<file path="config.mk">
export PLATFORM = sky130hd
export DESIGN_NAME = sgp_standby_io_port
export DESIGN_NICKNAME = d
export VERILOG_FILES = /design/src/sgp_pkg.sv /design/src/sgp_event_pin.sv /design/src/sgp_standby_io_port.sv
export VERILOG_INCLUDE_DIRS = /design/src
export SDC_FILE = /design/constraint.sdc
export NUM_CORES = 1
export LEC_CHECK = 0
export ABC_AREA = 0
export BUFFER_PORTS_ARGS = -buffer_cell sky130_fd_sc_hd__buf_2
export CAP_MARGIN = 20
export CORE_ASPECT_RATIO = 1.25
export CORE_MARGIN = 2
export CORE_UTILIZATION = 40
export DETAILED_ROUTE_END_ITERATION = 10
export HOLD_SLACK_MARGIN = 0.03
export SLEW_MARGIN = 20
export SYNTH_ARGS = -nofsm -noshare
export SYNTH_HDL_FRONTEND = slang
export SYNTH_SLANG_ARGS = --single-unit
</file>
<file path="constraint.sdc">
create_clock -name i_clk -period 10.8 [get_ports i_clk]
set_clock_uncertainty 0.1 [all_clocks]
set_input_delay 1.08 -clock i_clk [delete_from_list [all_inputs] [get_ports i_clk]]
set_output_delay 1.08 -clock i_clk [all_outputs]
set_load 0.005 [all_outputs]
</file>
<file path="src/sgp_map.svh">
// register offsets, field positions, reset values and timing counts for the standby io port
// assumes a byte-wide register access path inside the wake-up controller
`ifndef SGP_MAP_SVH
`define SGP_MAP_SVH

// ==========================================
// config bank offsets (bank 3)
`define SGP_OFS_INDEX      8'h13
`define SGP_OFS_CONFIG     8'h14
// runtime offsets relative to the port base
`define SGP_OFS_DOUT0      3'h0
`define SGP_OFS_DIN0       3'h1
`define SGP_OFS_DOUT1      3'h2
`define SGP_OFS_DIN1       3'h3

// ==========================================
// field positions
`define SGP_CFG_OE         0
`define SGP_CFG_OTYPE      1
`define SGP_CFG_PULLUP     2
`define SGP_CFG_LOCK       3
`define SGP_CFG_ETYPE      4
`define SGP_CFG_EPOL       5
`define SGP_CFG_DEB        6
`define SGP_IDX_PORT       4

// ==========================================
// reset values and write masks
`define SGP_RST_CFG_EV     8'h44
`define SGP_RST_CFG_OUT    8'h05
`define SGP_RST_CFG_IN     8'h40
`define SGP_RST_INDEX      8'h00
`define SGP_RST_DOUT       8'h00
`define SGP_IDX_MASK       8'h17
`define SGP_CFG_EV_MASK    8'h7f
`define SGP_CFG_OUT_MASK   8'h0f
`define SGP_CFG_IN_MASK    8'h70

// ==========================================
// timing: debounce period
`define SGP_CLK_HZ         40000000
`define SGP_DEB_MS         15
`define SGP_DEB_CYCLES     ((`SGP_CLK_HZ / 1000) * `SGP_DEB_MS)

`endif

</file>
<file path="src/sgp_pkg.sv">
// types shared by the standby io port
// assumes the map header provides all numbers
package sgp_pkg;
	typedef logic [7:0] sgp_byte_type;
	typedef enum logic [1:0] {
		SGP_DEB_IDLE,
		SGP_DEB_WAIT
	} sgp_deb_state_type;
endpackage

</file>
<file path="src/sgp_event_pin.sv">
// one pin's debouncer and event detector
// assumes the pin level is already synchronised to i_clk
`include "sgp_map.svh"

module sgp_event_pin #(
	parameter int unsigned DEB_CYCLES = `SGP_DEB_CYCLES
) (
	input  wire logic i_clk,
	input  wire logic i_rst,
	input  wire logic i_level,
	input  wire logic i_deb_en,
	input  wire logic i_level_mode,
	input  wire logic i_polarity,
	input  wire logic i_clear,
	output logic      o_pending
);
	typedef struct packed {
		sgp_pkg::sgp_deb_state_type state;
		logic [23:0]                count;
		logic                       filt;
		logic                       filt_d;
		logic                       sticky;
	} sgp_ev_state_type;

	localparam logic [23:0] LAST = 24'(DEB_CYCLES - 1);

	sgp_ev_state_type st_reg;
	sgp_ev_state_type st_next;
	logic             det_in;
	logic             det_prev;
	logic             edge_hit;

	// ==========================================
	// debounce then detect
	always_comb begin
		st_next = st_reg;
		unique case (st_reg.state)
			sgp_pkg::SGP_DEB_IDLE: begin
				if (i_level != st_reg.filt) begin
					st_next.state = sgp_pkg::SGP_DEB_WAIT;
					st_next.count = '0;
				end
			end
			sgp_pkg::SGP_DEB_WAIT: begin
				if (i_level == st_reg.filt) begin
					st_next.state = sgp_pkg::SGP_DEB_IDLE; // bounced back
				end else if (st_reg.count == LAST) begin
					st_next.filt  = i_level;
					st_next.state = sgp_pkg::SGP_DEB_IDLE;
				end else begin
					st_next.count = st_reg.count + 24'h000001;
				end
			end
			default: st_next.state = sgp_pkg::SGP_DEB_IDLE; // unused code recovers
		endcase
		det_in           = i_deb_en ? st_reg.filt : i_level;
		det_prev         = st_reg.filt_d;
		st_next.filt_d   = det_in;
		edge_hit = (det_in != det_prev) && (det_in == i_polarity);
		if (edge_hit && !i_level_mode) begin
			st_next.sticky = 1'b1; // set wins over clear
		end else if (i_clear) begin
			st_next.sticky = 1'b0;
		end
	end

	// ==========================================
	// state register
	always_ff @(posedge i_clk or posedge i_rst) begin
		if (i_rst) begin
			st_reg <= '{state: sgp_pkg::SGP_DEB_IDLE, count: 24'h000000,
				filt: 1'b0, filt_d: 1'b0, sticky: 1'b0};
		end else begin
			st_reg <= st_next;
		end
	end

	// level mode follows active level, edge mode is sticky
	assign o_pending = i_level_mode ? (st_reg.filt_d == i_polarity) : st_reg.sticky;
endmodule

</file>
<file path="src/sgp_standby_io_port.sv">
// standby io port: config bank, runtime data registers, pins, event pending
// assumes byte-wide single-cycle register strobes from the wake-up controller
`include "sgp_map.svh"

module sgp_standby_io_port #(
	parameter int unsigned DEB_CYCLES = `SGP_DEB_CYCLES
) (
	input  wire logic       i_clk,
	input  wire logic       i_rst,
	input  wire logic       i_ctrl_active,
	input  wire logic       i_cfg_wr,
	input  wire logic       i_cfg_rd,
	input  wire logic [7:0] i_cfg_addr,
	input  wire logic [7:0] i_cfg_wdata,
	output logic      [7:0] o_cfg_rdata,
	input  wire logic       i_rt_wr,
	input  wire logic       i_rt_rd,
	input  wire logic [2:0] i_rt_addr,
	input  wire logic [7:0] i_rt_wdata,
	output logic      [7:0] o_rt_rdata,
	input  wire logic [5:0] i_bidir_pins,
	output logic      [5:0] o_bidir_pins,
	output logic      [5:0] o_bidir_pins_oe_n,
	output logic      [5:0] o_bidir_pullup,
	input  wire logic [1:0] i_event_inputs,
	input  wire logic [1:0] i_plain_inputs,
	output logic      [1:0] o_output_pins,
	output logic      [1:0] o_output_pins_oe_n,
	output logic      [1:0] o_output_pullup,
	input  wire logic [7:0] i_event_clear,
	output logic      [7:0] o_event_pending
);
	typedef struct packed {
		logic [7:0][7:0] cfg0;  // port 0 pin config
		logic [1:0][7:0] cfg1;  // port 1 output pin config
		logic [7:0]      index;
		logic [7:0]      dout0;
		logic [7:0]      dout1;
		logic [7:0]      cfg_rdata;
		logic [7:0]      rt_rdata;
		logic [9:0]      sync1;
		logic [9:0]      sync2;
	} sgp_top_state_type;

	sgp_top_state_type st_reg;
	sgp_top_state_type st_next;
	logic              sel_port;
	logic [2:0]        sel_pin;
	logic [7:0]        sel_cfg;
	logic [7:0]        wmask;
	logic [7:0]        din0;
	logic [7:0]        din1;
	logic              out_drv [8];
	logic              out_oe [8];

	// ==========================================
	// index decode
	assign sel_port = st_reg.index[`SGP_IDX_PORT];
	assign sel_pin  = st_reg.index[2:0];

	// input levels seen by software and detectors
	assign din0 = st_reg.sync2[7:0];
	assign din1 = {2'b00, st_reg.sync2[9:8], st_reg.dout1[1:0]};

	// currently indexed config register
	always_comb begin
		sel_cfg = 8'h00;
		if (!sel_port) begin
			sel_cfg = st_reg.cfg0[sel_pin];
		end else if (sel_pin < 3'h2) begin
			sel_cfg = st_reg.cfg1[sel_pin[0]];
		end
	end

	// ==========================================
	// register writes and reads
	always_comb begin
		st_next       = st_reg;
		st_next.sync1 = {i_plain_inputs, i_event_inputs, i_bidir_pins};
		st_next.sync2 = st_reg.sync1;
		// lock freezes bits 0-3, lock itself is set only
		wmask = sel_cfg[`SGP_CFG_LOCK] ? 8'hf0 : 8'hff;
		if (i_cfg_wr && i_cfg_addr == `SGP_OFS_INDEX) begin
			st_next.index = i_cfg_wdata & `SGP_IDX_MASK;
		end
		if (i_cfg_wr && i_cfg_addr == `SGP_OFS_CONFIG) begin
			if (!sel_port) begin
				st_next.cfg0[sel_pin] = ((sel_cfg & ~wmask) | (i_cfg_wdata & wmask))
					& (sel_pin < 3'h6 ? `SGP_CFG_EV_MASK : `SGP_CFG_IN_MASK);
			end else if (sel_pin < 3'h2) begin
				st_next.cfg1[sel_pin[0]] = ((sel_cfg & ~wmask) | (i_cfg_wdata & wmask))
					& `SGP_CFG_OUT_MASK;
			end
		end
		// runtime access only while controller active
		if (i_rt_wr && i_ctrl_active) begin
			for (int i = 0; i < 8; i++) begin
				if (i_rt_addr == `SGP_OFS_DOUT0 && !st_reg.cfg0[i][`SGP_CFG_LOCK]) begin
					st_next.dout0[i] = i_rt_wdata[i];
				end
			end
			for (int i = 0; i < 2; i++) begin
				if (i_rt_addr == `SGP_OFS_DOUT1 && !st_reg.cfg1[i][`SGP_CFG_LOCK]) begin
					st_next.dout1[i] = i_rt_wdata[i];
				end
			end
		end
		st_next.cfg_rdata = 8'h00;
		if (i_cfg_rd) begin
			if (i_cfg_addr == `SGP_OFS_INDEX) begin
				st_next.cfg_rdata = st_reg.index;
			end else if (i_cfg_addr == `SGP_OFS_CONFIG) begin
				st_next.cfg_rdata = sel_cfg;
			end
		end
		st_next.rt_rdata = 8'h00;
		if (i_rt_rd && i_ctrl_active) begin
			unique case (i_rt_addr)
				`SGP_OFS_DOUT0: st_next.rt_rdata = st_reg.dout0;
				`SGP_OFS_DIN0:  st_next.rt_rdata = din0;
				`SGP_OFS_DOUT1: st_next.rt_rdata = {6'h00, st_reg.dout1[1:0]};
				`SGP_OFS_DIN1:  st_next.rt_rdata = din1;
				default:        st_next.rt_rdata = 8'h00;
			endcase
		end
	end

	// ==========================================
	// state register; pin config reset per pin type
	always_ff @(posedge i_clk or posedge i_rst) begin
		if (i_rst) begin
			st_reg.cfg0      <= {`SGP_RST_CFG_IN, `SGP_RST_CFG_IN, {6{`SGP_RST_CFG_EV}}};
			st_reg.cfg1      <= {2{`SGP_RST_CFG_OUT}};
			st_reg.index     <= `SGP_RST_INDEX;
			st_reg.dout0     <= `SGP_RST_DOUT;
			st_reg.dout1     <= `SGP_RST_DOUT;
			st_reg.cfg_rdata <= 8'h00;
			st_reg.rt_rdata  <= 8'h00;
			st_reg.sync1     <= 10'h000;
			st_reg.sync2     <= 10'h000;
		end else begin
			st_reg <= st_next;
		end
	end

	// ==========================================
	// pin drivers: oe from bit 0, open drain drives low only
	always_comb begin
		for (int i = 0; i < 8; i++) begin
			if (i < 6) begin
				out_oe[i]  = st_reg.cfg0[i][`SGP_CFG_OE]
					&& (st_reg.cfg0[i][`SGP_CFG_OTYPE] || !st_reg.dout0[i]);
				out_drv[i] = st_reg.dout0[i];
			end else begin
				out_oe[i]  = st_reg.cfg1[i - 6][`SGP_CFG_OE]
					&& (st_reg.cfg1[i - 6][`SGP_CFG_OTYPE] || !st_reg.dout1[i - 6]);
				out_drv[i] = st_reg.dout1[i - 6];
			end
		end
	end

	// pin outputs and pull-ups
	always_comb begin
		for (int i = 0; i < 6; i++) begin
			o_bidir_pins[i]      = out_drv[i];
			o_bidir_pins_oe_n[i] = !out_oe[i];
			o_bidir_pullup[i]    = st_reg.cfg0[i][`SGP_CFG_PULLUP];
		end
		for (int i = 0; i < 2; i++) begin
			o_output_pins[i]      = out_drv[i + 6];
			o_output_pins_oe_n[i] = !out_oe[i + 6];
			o_output_pullup[i]    = st_reg.cfg1[i][`SGP_CFG_PULLUP];
		end
	end

	assign o_cfg_rdata = st_reg.cfg_rdata;
	assign o_rt_rdata  = st_reg.rt_rdata;

	// ==========================================
	// event detectors on port 0 only
	generate
		for (genvar g = 0; g < 8; g++) begin : g_ev
			sgp_event_pin #(.DEB_CYCLES (DEB_CYCLES)) u_ev (
				.i_clk        (i_clk),
				.i_rst        (i_rst),
				.i_level      (din0[g]),
				.i_deb_en     (st_reg.cfg0[g][`SGP_CFG_DEB]),
				.i_level_mode (st_reg.cfg0[g][`SGP_CFG_ETYPE]),
				.i_polarity   (st_reg.cfg0[g][`SGP_CFG_EPOL]),
				.i_clear      (i_event_clear[g]),
				.o_pending    (o_event_pending[g])
			);
		end
	endgenerate
endmodule

</file>
Yosys cells after proc, flatten, opt, wreduce, memory -nomap -nowiden. Index checks and enable logic that the tools add are counted.

Register bits: 362. Output and inout bits: 48.

$add $sub $neg: 8. Magnitude comparators: 6. Equality and inequality tests: 93. Mux-type cells: 115. Bitwise operators: 14. Reduce and logical (&&, ||, !) cells: 143.

Operator list (count): 24-bit case mux with 2 select lines (8); 26-bit 2-to-1 mux (8); 25-bit 2-to-1 mux (8); 24-bit by 1-bit adder with 24-bit output (second input constant) (8); 24-bit by 20-bit == test with 1-bit output (second input constant) (8); 24-bit 2-to-1 mux (8); 8-bit 2-to-1 mux (11); 64-bit bitwise mux (1); 1-bit logical AND (40); 1-bit 2-to-1 mux (40); 2-bit AND reduction (19); 1-bit zero test (34); 2-bit 2-to-1 mux (16); 2-bit inequality test (second input constant) (16); 2-bit case mux with 2 select lines (8); 8-bit case mux with 4 select lines (1); 4-bit AND reduction (8); 2-bit nonzero test (16); 3-bit AND reduction (9); 8-bit binary-select mux with 3-bit select (1); 8-bit demux with 3-bit select (1); 1-bit == test (24); 3-bit by 1-bit inequality test with 1-bit output (second input constant) (8); 8-bit AND (2); other kinds (22) (76).

Depth between registers and ports, before layout.
Word-level depth: 10. Gate-level depth with buffers: 9. Gate-level depth less buffers: 8.

Modules after synthesis. From an unflattened synthesis, not the netlist that was laid out.

Cell total of the unflattened synthesis: 1896. Area, all modules: 18208.7 um^2.

By module, submodules not included: sgp_event_pin (g_ev[0].u_ev ...) (times used 7, cells each 173, area each 1604.0 um^2, seq. area each 700.7 um^2); sgp_standby_io_port (times used 1, cells each 505, area each 5328.9 um^2, seq. area each 2850.2 um^2); sgp_event_pin (g_ev[3].u_ev) (times used 1, cells each 180, area each 1651.6 um^2, seq. area each 700.7 um^2).

Least setup slack after synthesis. No wires, ideal clock.

Path kind: input to register. From: input i_cfg_addr[5]. To: register st_reg[128] (netlist bit). Arrival: 2.669 ns. Data required time: 10.575 ns. Slack: 7.906 ns. Stages on the path: 6. Buffers on the path: 0. Cells stage by stage: nand2b_1 > or4_4 > nor4b_4 > and2b_2 > nand4b_4 > mux2_2.

Word-level cells in the longest chain between the ends: 3.

Ends and longest elaborated chain: start: declaration (line sgp_standby_io_port.sv:13) `input wire logic [7:0] i_cfg_addr,`; 8-bit by 5-bit == test with 1-bit output (no source line); 1-bit logical AND (no source line); 2-bit AND reduction (no source line); end signal: assignment (line sgp_standby_io_port.sv:142) `st_reg <= st_next;`; end: declaration (line sgp_standby_io_port.sv:45) `sgp_top_state_type st_reg;`.

Every way passes these cells. A chain may end at the register's enable or synchronous reset.

Final worst setup path.
From: register st_reg (netlist bit sel_pin[0]). To: register st_reg[109] (netlist bit).

Word-level cells in the longest chain between the ends: 10.

Ends and longest elaborated chain: branches (longest 9 deep; another with 3-bit by 2-bit less-than comparator with 1-bit output); 64-bit bitwise mux * (line sgp_standby_io_port.sv:88) `st_next.cfg0[sel_pin] = ((sel_cfg & ~wmask) | (i_cfg_wdata & wmask))`.

Every way passes the cells marked *. The select of a mux whose other input is x is not followed.

==> flow_summary.ini <==
[run_status]
status = finished clean

[yosys]
synth_edf_count = 0
netlist_area_mm2 = 0.0171
synth_cells = 1748
ys_seq_elements = 337
synth_flop_cell = dfrtp_1
synth_seq_area_share = 0.495
synth_cell_types = 78
syn_nets = 1808
async_flop_share = 1.00
syn_area_per_cell_um2 = 9.77
yosys_warnings = 0

[drt]
vias_per_cell = 5.48
num_vias = 13000
route.detailed.drc = 0
drtIter0Drc = 792
avgRoutedWirePerCell_um = 17.2
first_pass_iters = 5
postRouteAntennaNets = 0
routed_wl_mm = 40.9

[die]
die_x_um = 189
start_util = 0.405
ios = 100
dieArea_mm2 = 0.0444
core_region_area_mm2 = 0.0421
die_h_um = 235
rows = 84

[pwr]
ir_drop_mv = 0.0790
switching_power_uw = 661
p_sw_frac = 0.235
p_seq_frac = 0.472
power.density_mw_per_mm2 = 148
p_comb_frac = 0.065
pwr-share-clk = 0.463
internal-power_mw = 2.15
power.leakage_nw = 8.36

[clock_network]
post-cts-setup-buffer-count = 0
clock-sinks = 337
htreeDepth = 2
cts_buffer_depth = 3
clkLatencyLatePin_ns = 0.53
cts-buffers-inserted = 36
cts_tree = done
ctsHoldBuffers = 0
clk_pin_slew_worst_paths_ns = 0.06
cts_resized = 0
cts-root-buf = clkbuf_16

[sta]
relSlewSlack = 0.323
hold_violations = 0
setup_viol_count_final = 0
period_share = 0.337
clock.fmax_mhz = 275
worst_slew_pin_slew_ns = 1.02
finalSetupTns_ns = 0
slew_violations = 0
fin_crit_ns = 3.64
rsz0062_at_grt = no

[place]
place_inst = 2312
dpl.hpwl_mm = 28.2
portBuffers = 97
place.gp.congestion = 0.836

[cells_and_area]
nFillCells = 3985
fin_util = 0.451
syn_to_final_growth_pct = 11.4
instances_no_fill = 2377
drive_gt1_frac = 0.157
fin_nets = 1852
largest_register_ffs = 216

[global_routing]
grt_max_degree = 119
first_global_vias = 12600
track_usage = 0.185
grt-ovfl-total = 0
grt_pass1_wl_mm = 66.9
antenna_found_initial = 2

[worst_setup_path]
crit_arrival_ns = 3.91
critical_path_peak_fanout = 28
cp-start-kind = flop
crit_buf_inv = 1
path_delay_family = compound AO/OA/AOI/OAI gates
cp.required_ns = 11.07
path_class = reg2reg
cp_slowest_stage_delay_ns = 0.76
cp_cell_sequence = buf_4 -> mux2_2 -> a221oi_1 -> or2_2 -> a21boi_1 -> mux2i_1 -> o21ai_0
crit_slowest_cell = a21boi_1
endpoint_kind = flop

[hold_path]
holdCritPathClass = reg2reg

[flow_run]
max_cap_viol_count = 0
[logic make-up after synthesis]
family,Yosys count,synth area share
flip-flops,337,0.495
XOR/XNOR,104,0.0534
AND/OR/NAND/NOR,717,0.219
AO/OA/AOI/OAI,347,0.123
adder cells (fa/ha/maj),8,0.00586
buffers and inverters,142,0.0428
multiplexers,92,0.0606
other,1,0.000220
[path summary, 6_finish.rpt]
kind | endpoint | from | depth (start not counted) | slack (ns)
max | st_reg[109] | sel_pin[0] | 7 | 7.16
min | din0[6] | st_next[6] | 0 | 0.25
max reg2reg | st_reg[109] | sel_pin[0] | 7 | 7.16
min reg2reg | din0[6] | st_next[6] | 0 | 0.25
max in group asynchronous | g_ev[6].u_ev.st_reg[9] | i_rst | 4 | 7.69
min in group asynchronous | g_ev[1].u_ev.st_reg[24] | i_rst | 2 | 0.56
[layout by cell type (no fill, tap or decap), types with 35 or more instances in the layout]
cell type,Yosys,routed
a21oi_1,43,43
and3_1,47,47
buf_2,14,97
clkbuf_16,0,37
dfrtp_1,319,319
inv_1,36,35
mux2_2,60,60
nand2_1,166,166
nand3_1,85,85
nand4_1,57,57
nor2_1,173,173
o21ai_0,176,176
xor2_1,79,79
[metal layers]
| metal | share of wire | vias to the layer above | GRT usage | routed length (µm) |
|---|---|---|---|---|
| met5 | 0.00032 | - | 0 | 13 |
| met4 | 0.034 | 2 | 0.0677 | 1390 |
| li1 | - | 6297 | - | - |
| met2 | 0.49 | 242 | 0.306 | 19800 |
| met1 | 0.44 | 6403 | 0.243 | 18000 |
| met3 | 0.040 | 75 | 0.0317 | 1650 |
[per-stage QoR]
stage	hold slack [ns]	power (mW)	area, µm²	setup WS [ns]
floorplan	0.231	1.48	17100	0.312
global placement	0.232	1.53	17800	6.89
detailed placement	0.235	1.53	17800	6.88
CTS	0.248	2.85	19000	7.16
global route	0.252	2.93	19000	6.97
finish	0.246	2.81	19000	7.16
[area by class of cell]
| class | instances | area, µm² | share of cell area |
|---|---|---|---|
| clock inverter | 11 | 208 | 0.0109 |
| tap | 559 | 699 | 0.0368 |
| timing repair buffer | 109 | 588 | 0.0309 |
| multi-input combinational | 1269 | 7900 | 0.415 |
| sequential | 337 | 8460 | 0.445 |
| clock buffer | 51 | 1010 | 0.0530 |
| antenna | 2 | 5.00 | 0.000263 |
| inverter | 39 | 154 | 0.00809 |
[power groups by stage]
| stage | Combinational (mW) | Clock (mW) | Sequential (mW) |
|---|---|---|---|
| CTS | 0.185 | 1.34 | 1.33 |
| floorplan | 0.138 | 0 | 1.34 |
| finish | 0.182 | 1.30 | 1.33 |
| global route | 0.205 | 1.39 | 1.33 |
| global placement | 0.181 | 0 | 1.35 |
| detailed placement | 0.184 | 0 | 1.35 |
[worst reg2reg max path: stages, from the launching register on]
cell and delay, ns:
dfrtp_1 0.70, buf_4 0.44, mux2_2 0.23, a221oi_1 0.07, or2_2 0.34, a21boi_1 0.76, mux2i_1 0.66, o21ai_0 0.20
[cell usage after synthesis (all sizes together), types with 28 or more instances]
library cell    n  share of area
and3           47          0.017
nor2          173          0.038
and2           30          0.011
nor3           28         0.0085
nand4          59          0.023
o21ai         190          0.056
buf            64          0.026
xor2           79          0.041
mux2           61          0.040
inv            39         0.0086
mux2i          29          0.018
clkbuf         39         0.0086
nand2         167          0.037
dfrtp         319           0.47
a21oi          43          0.013
nand3          90          0.028
Note: power is estimated with default switching activity, not from simulation.
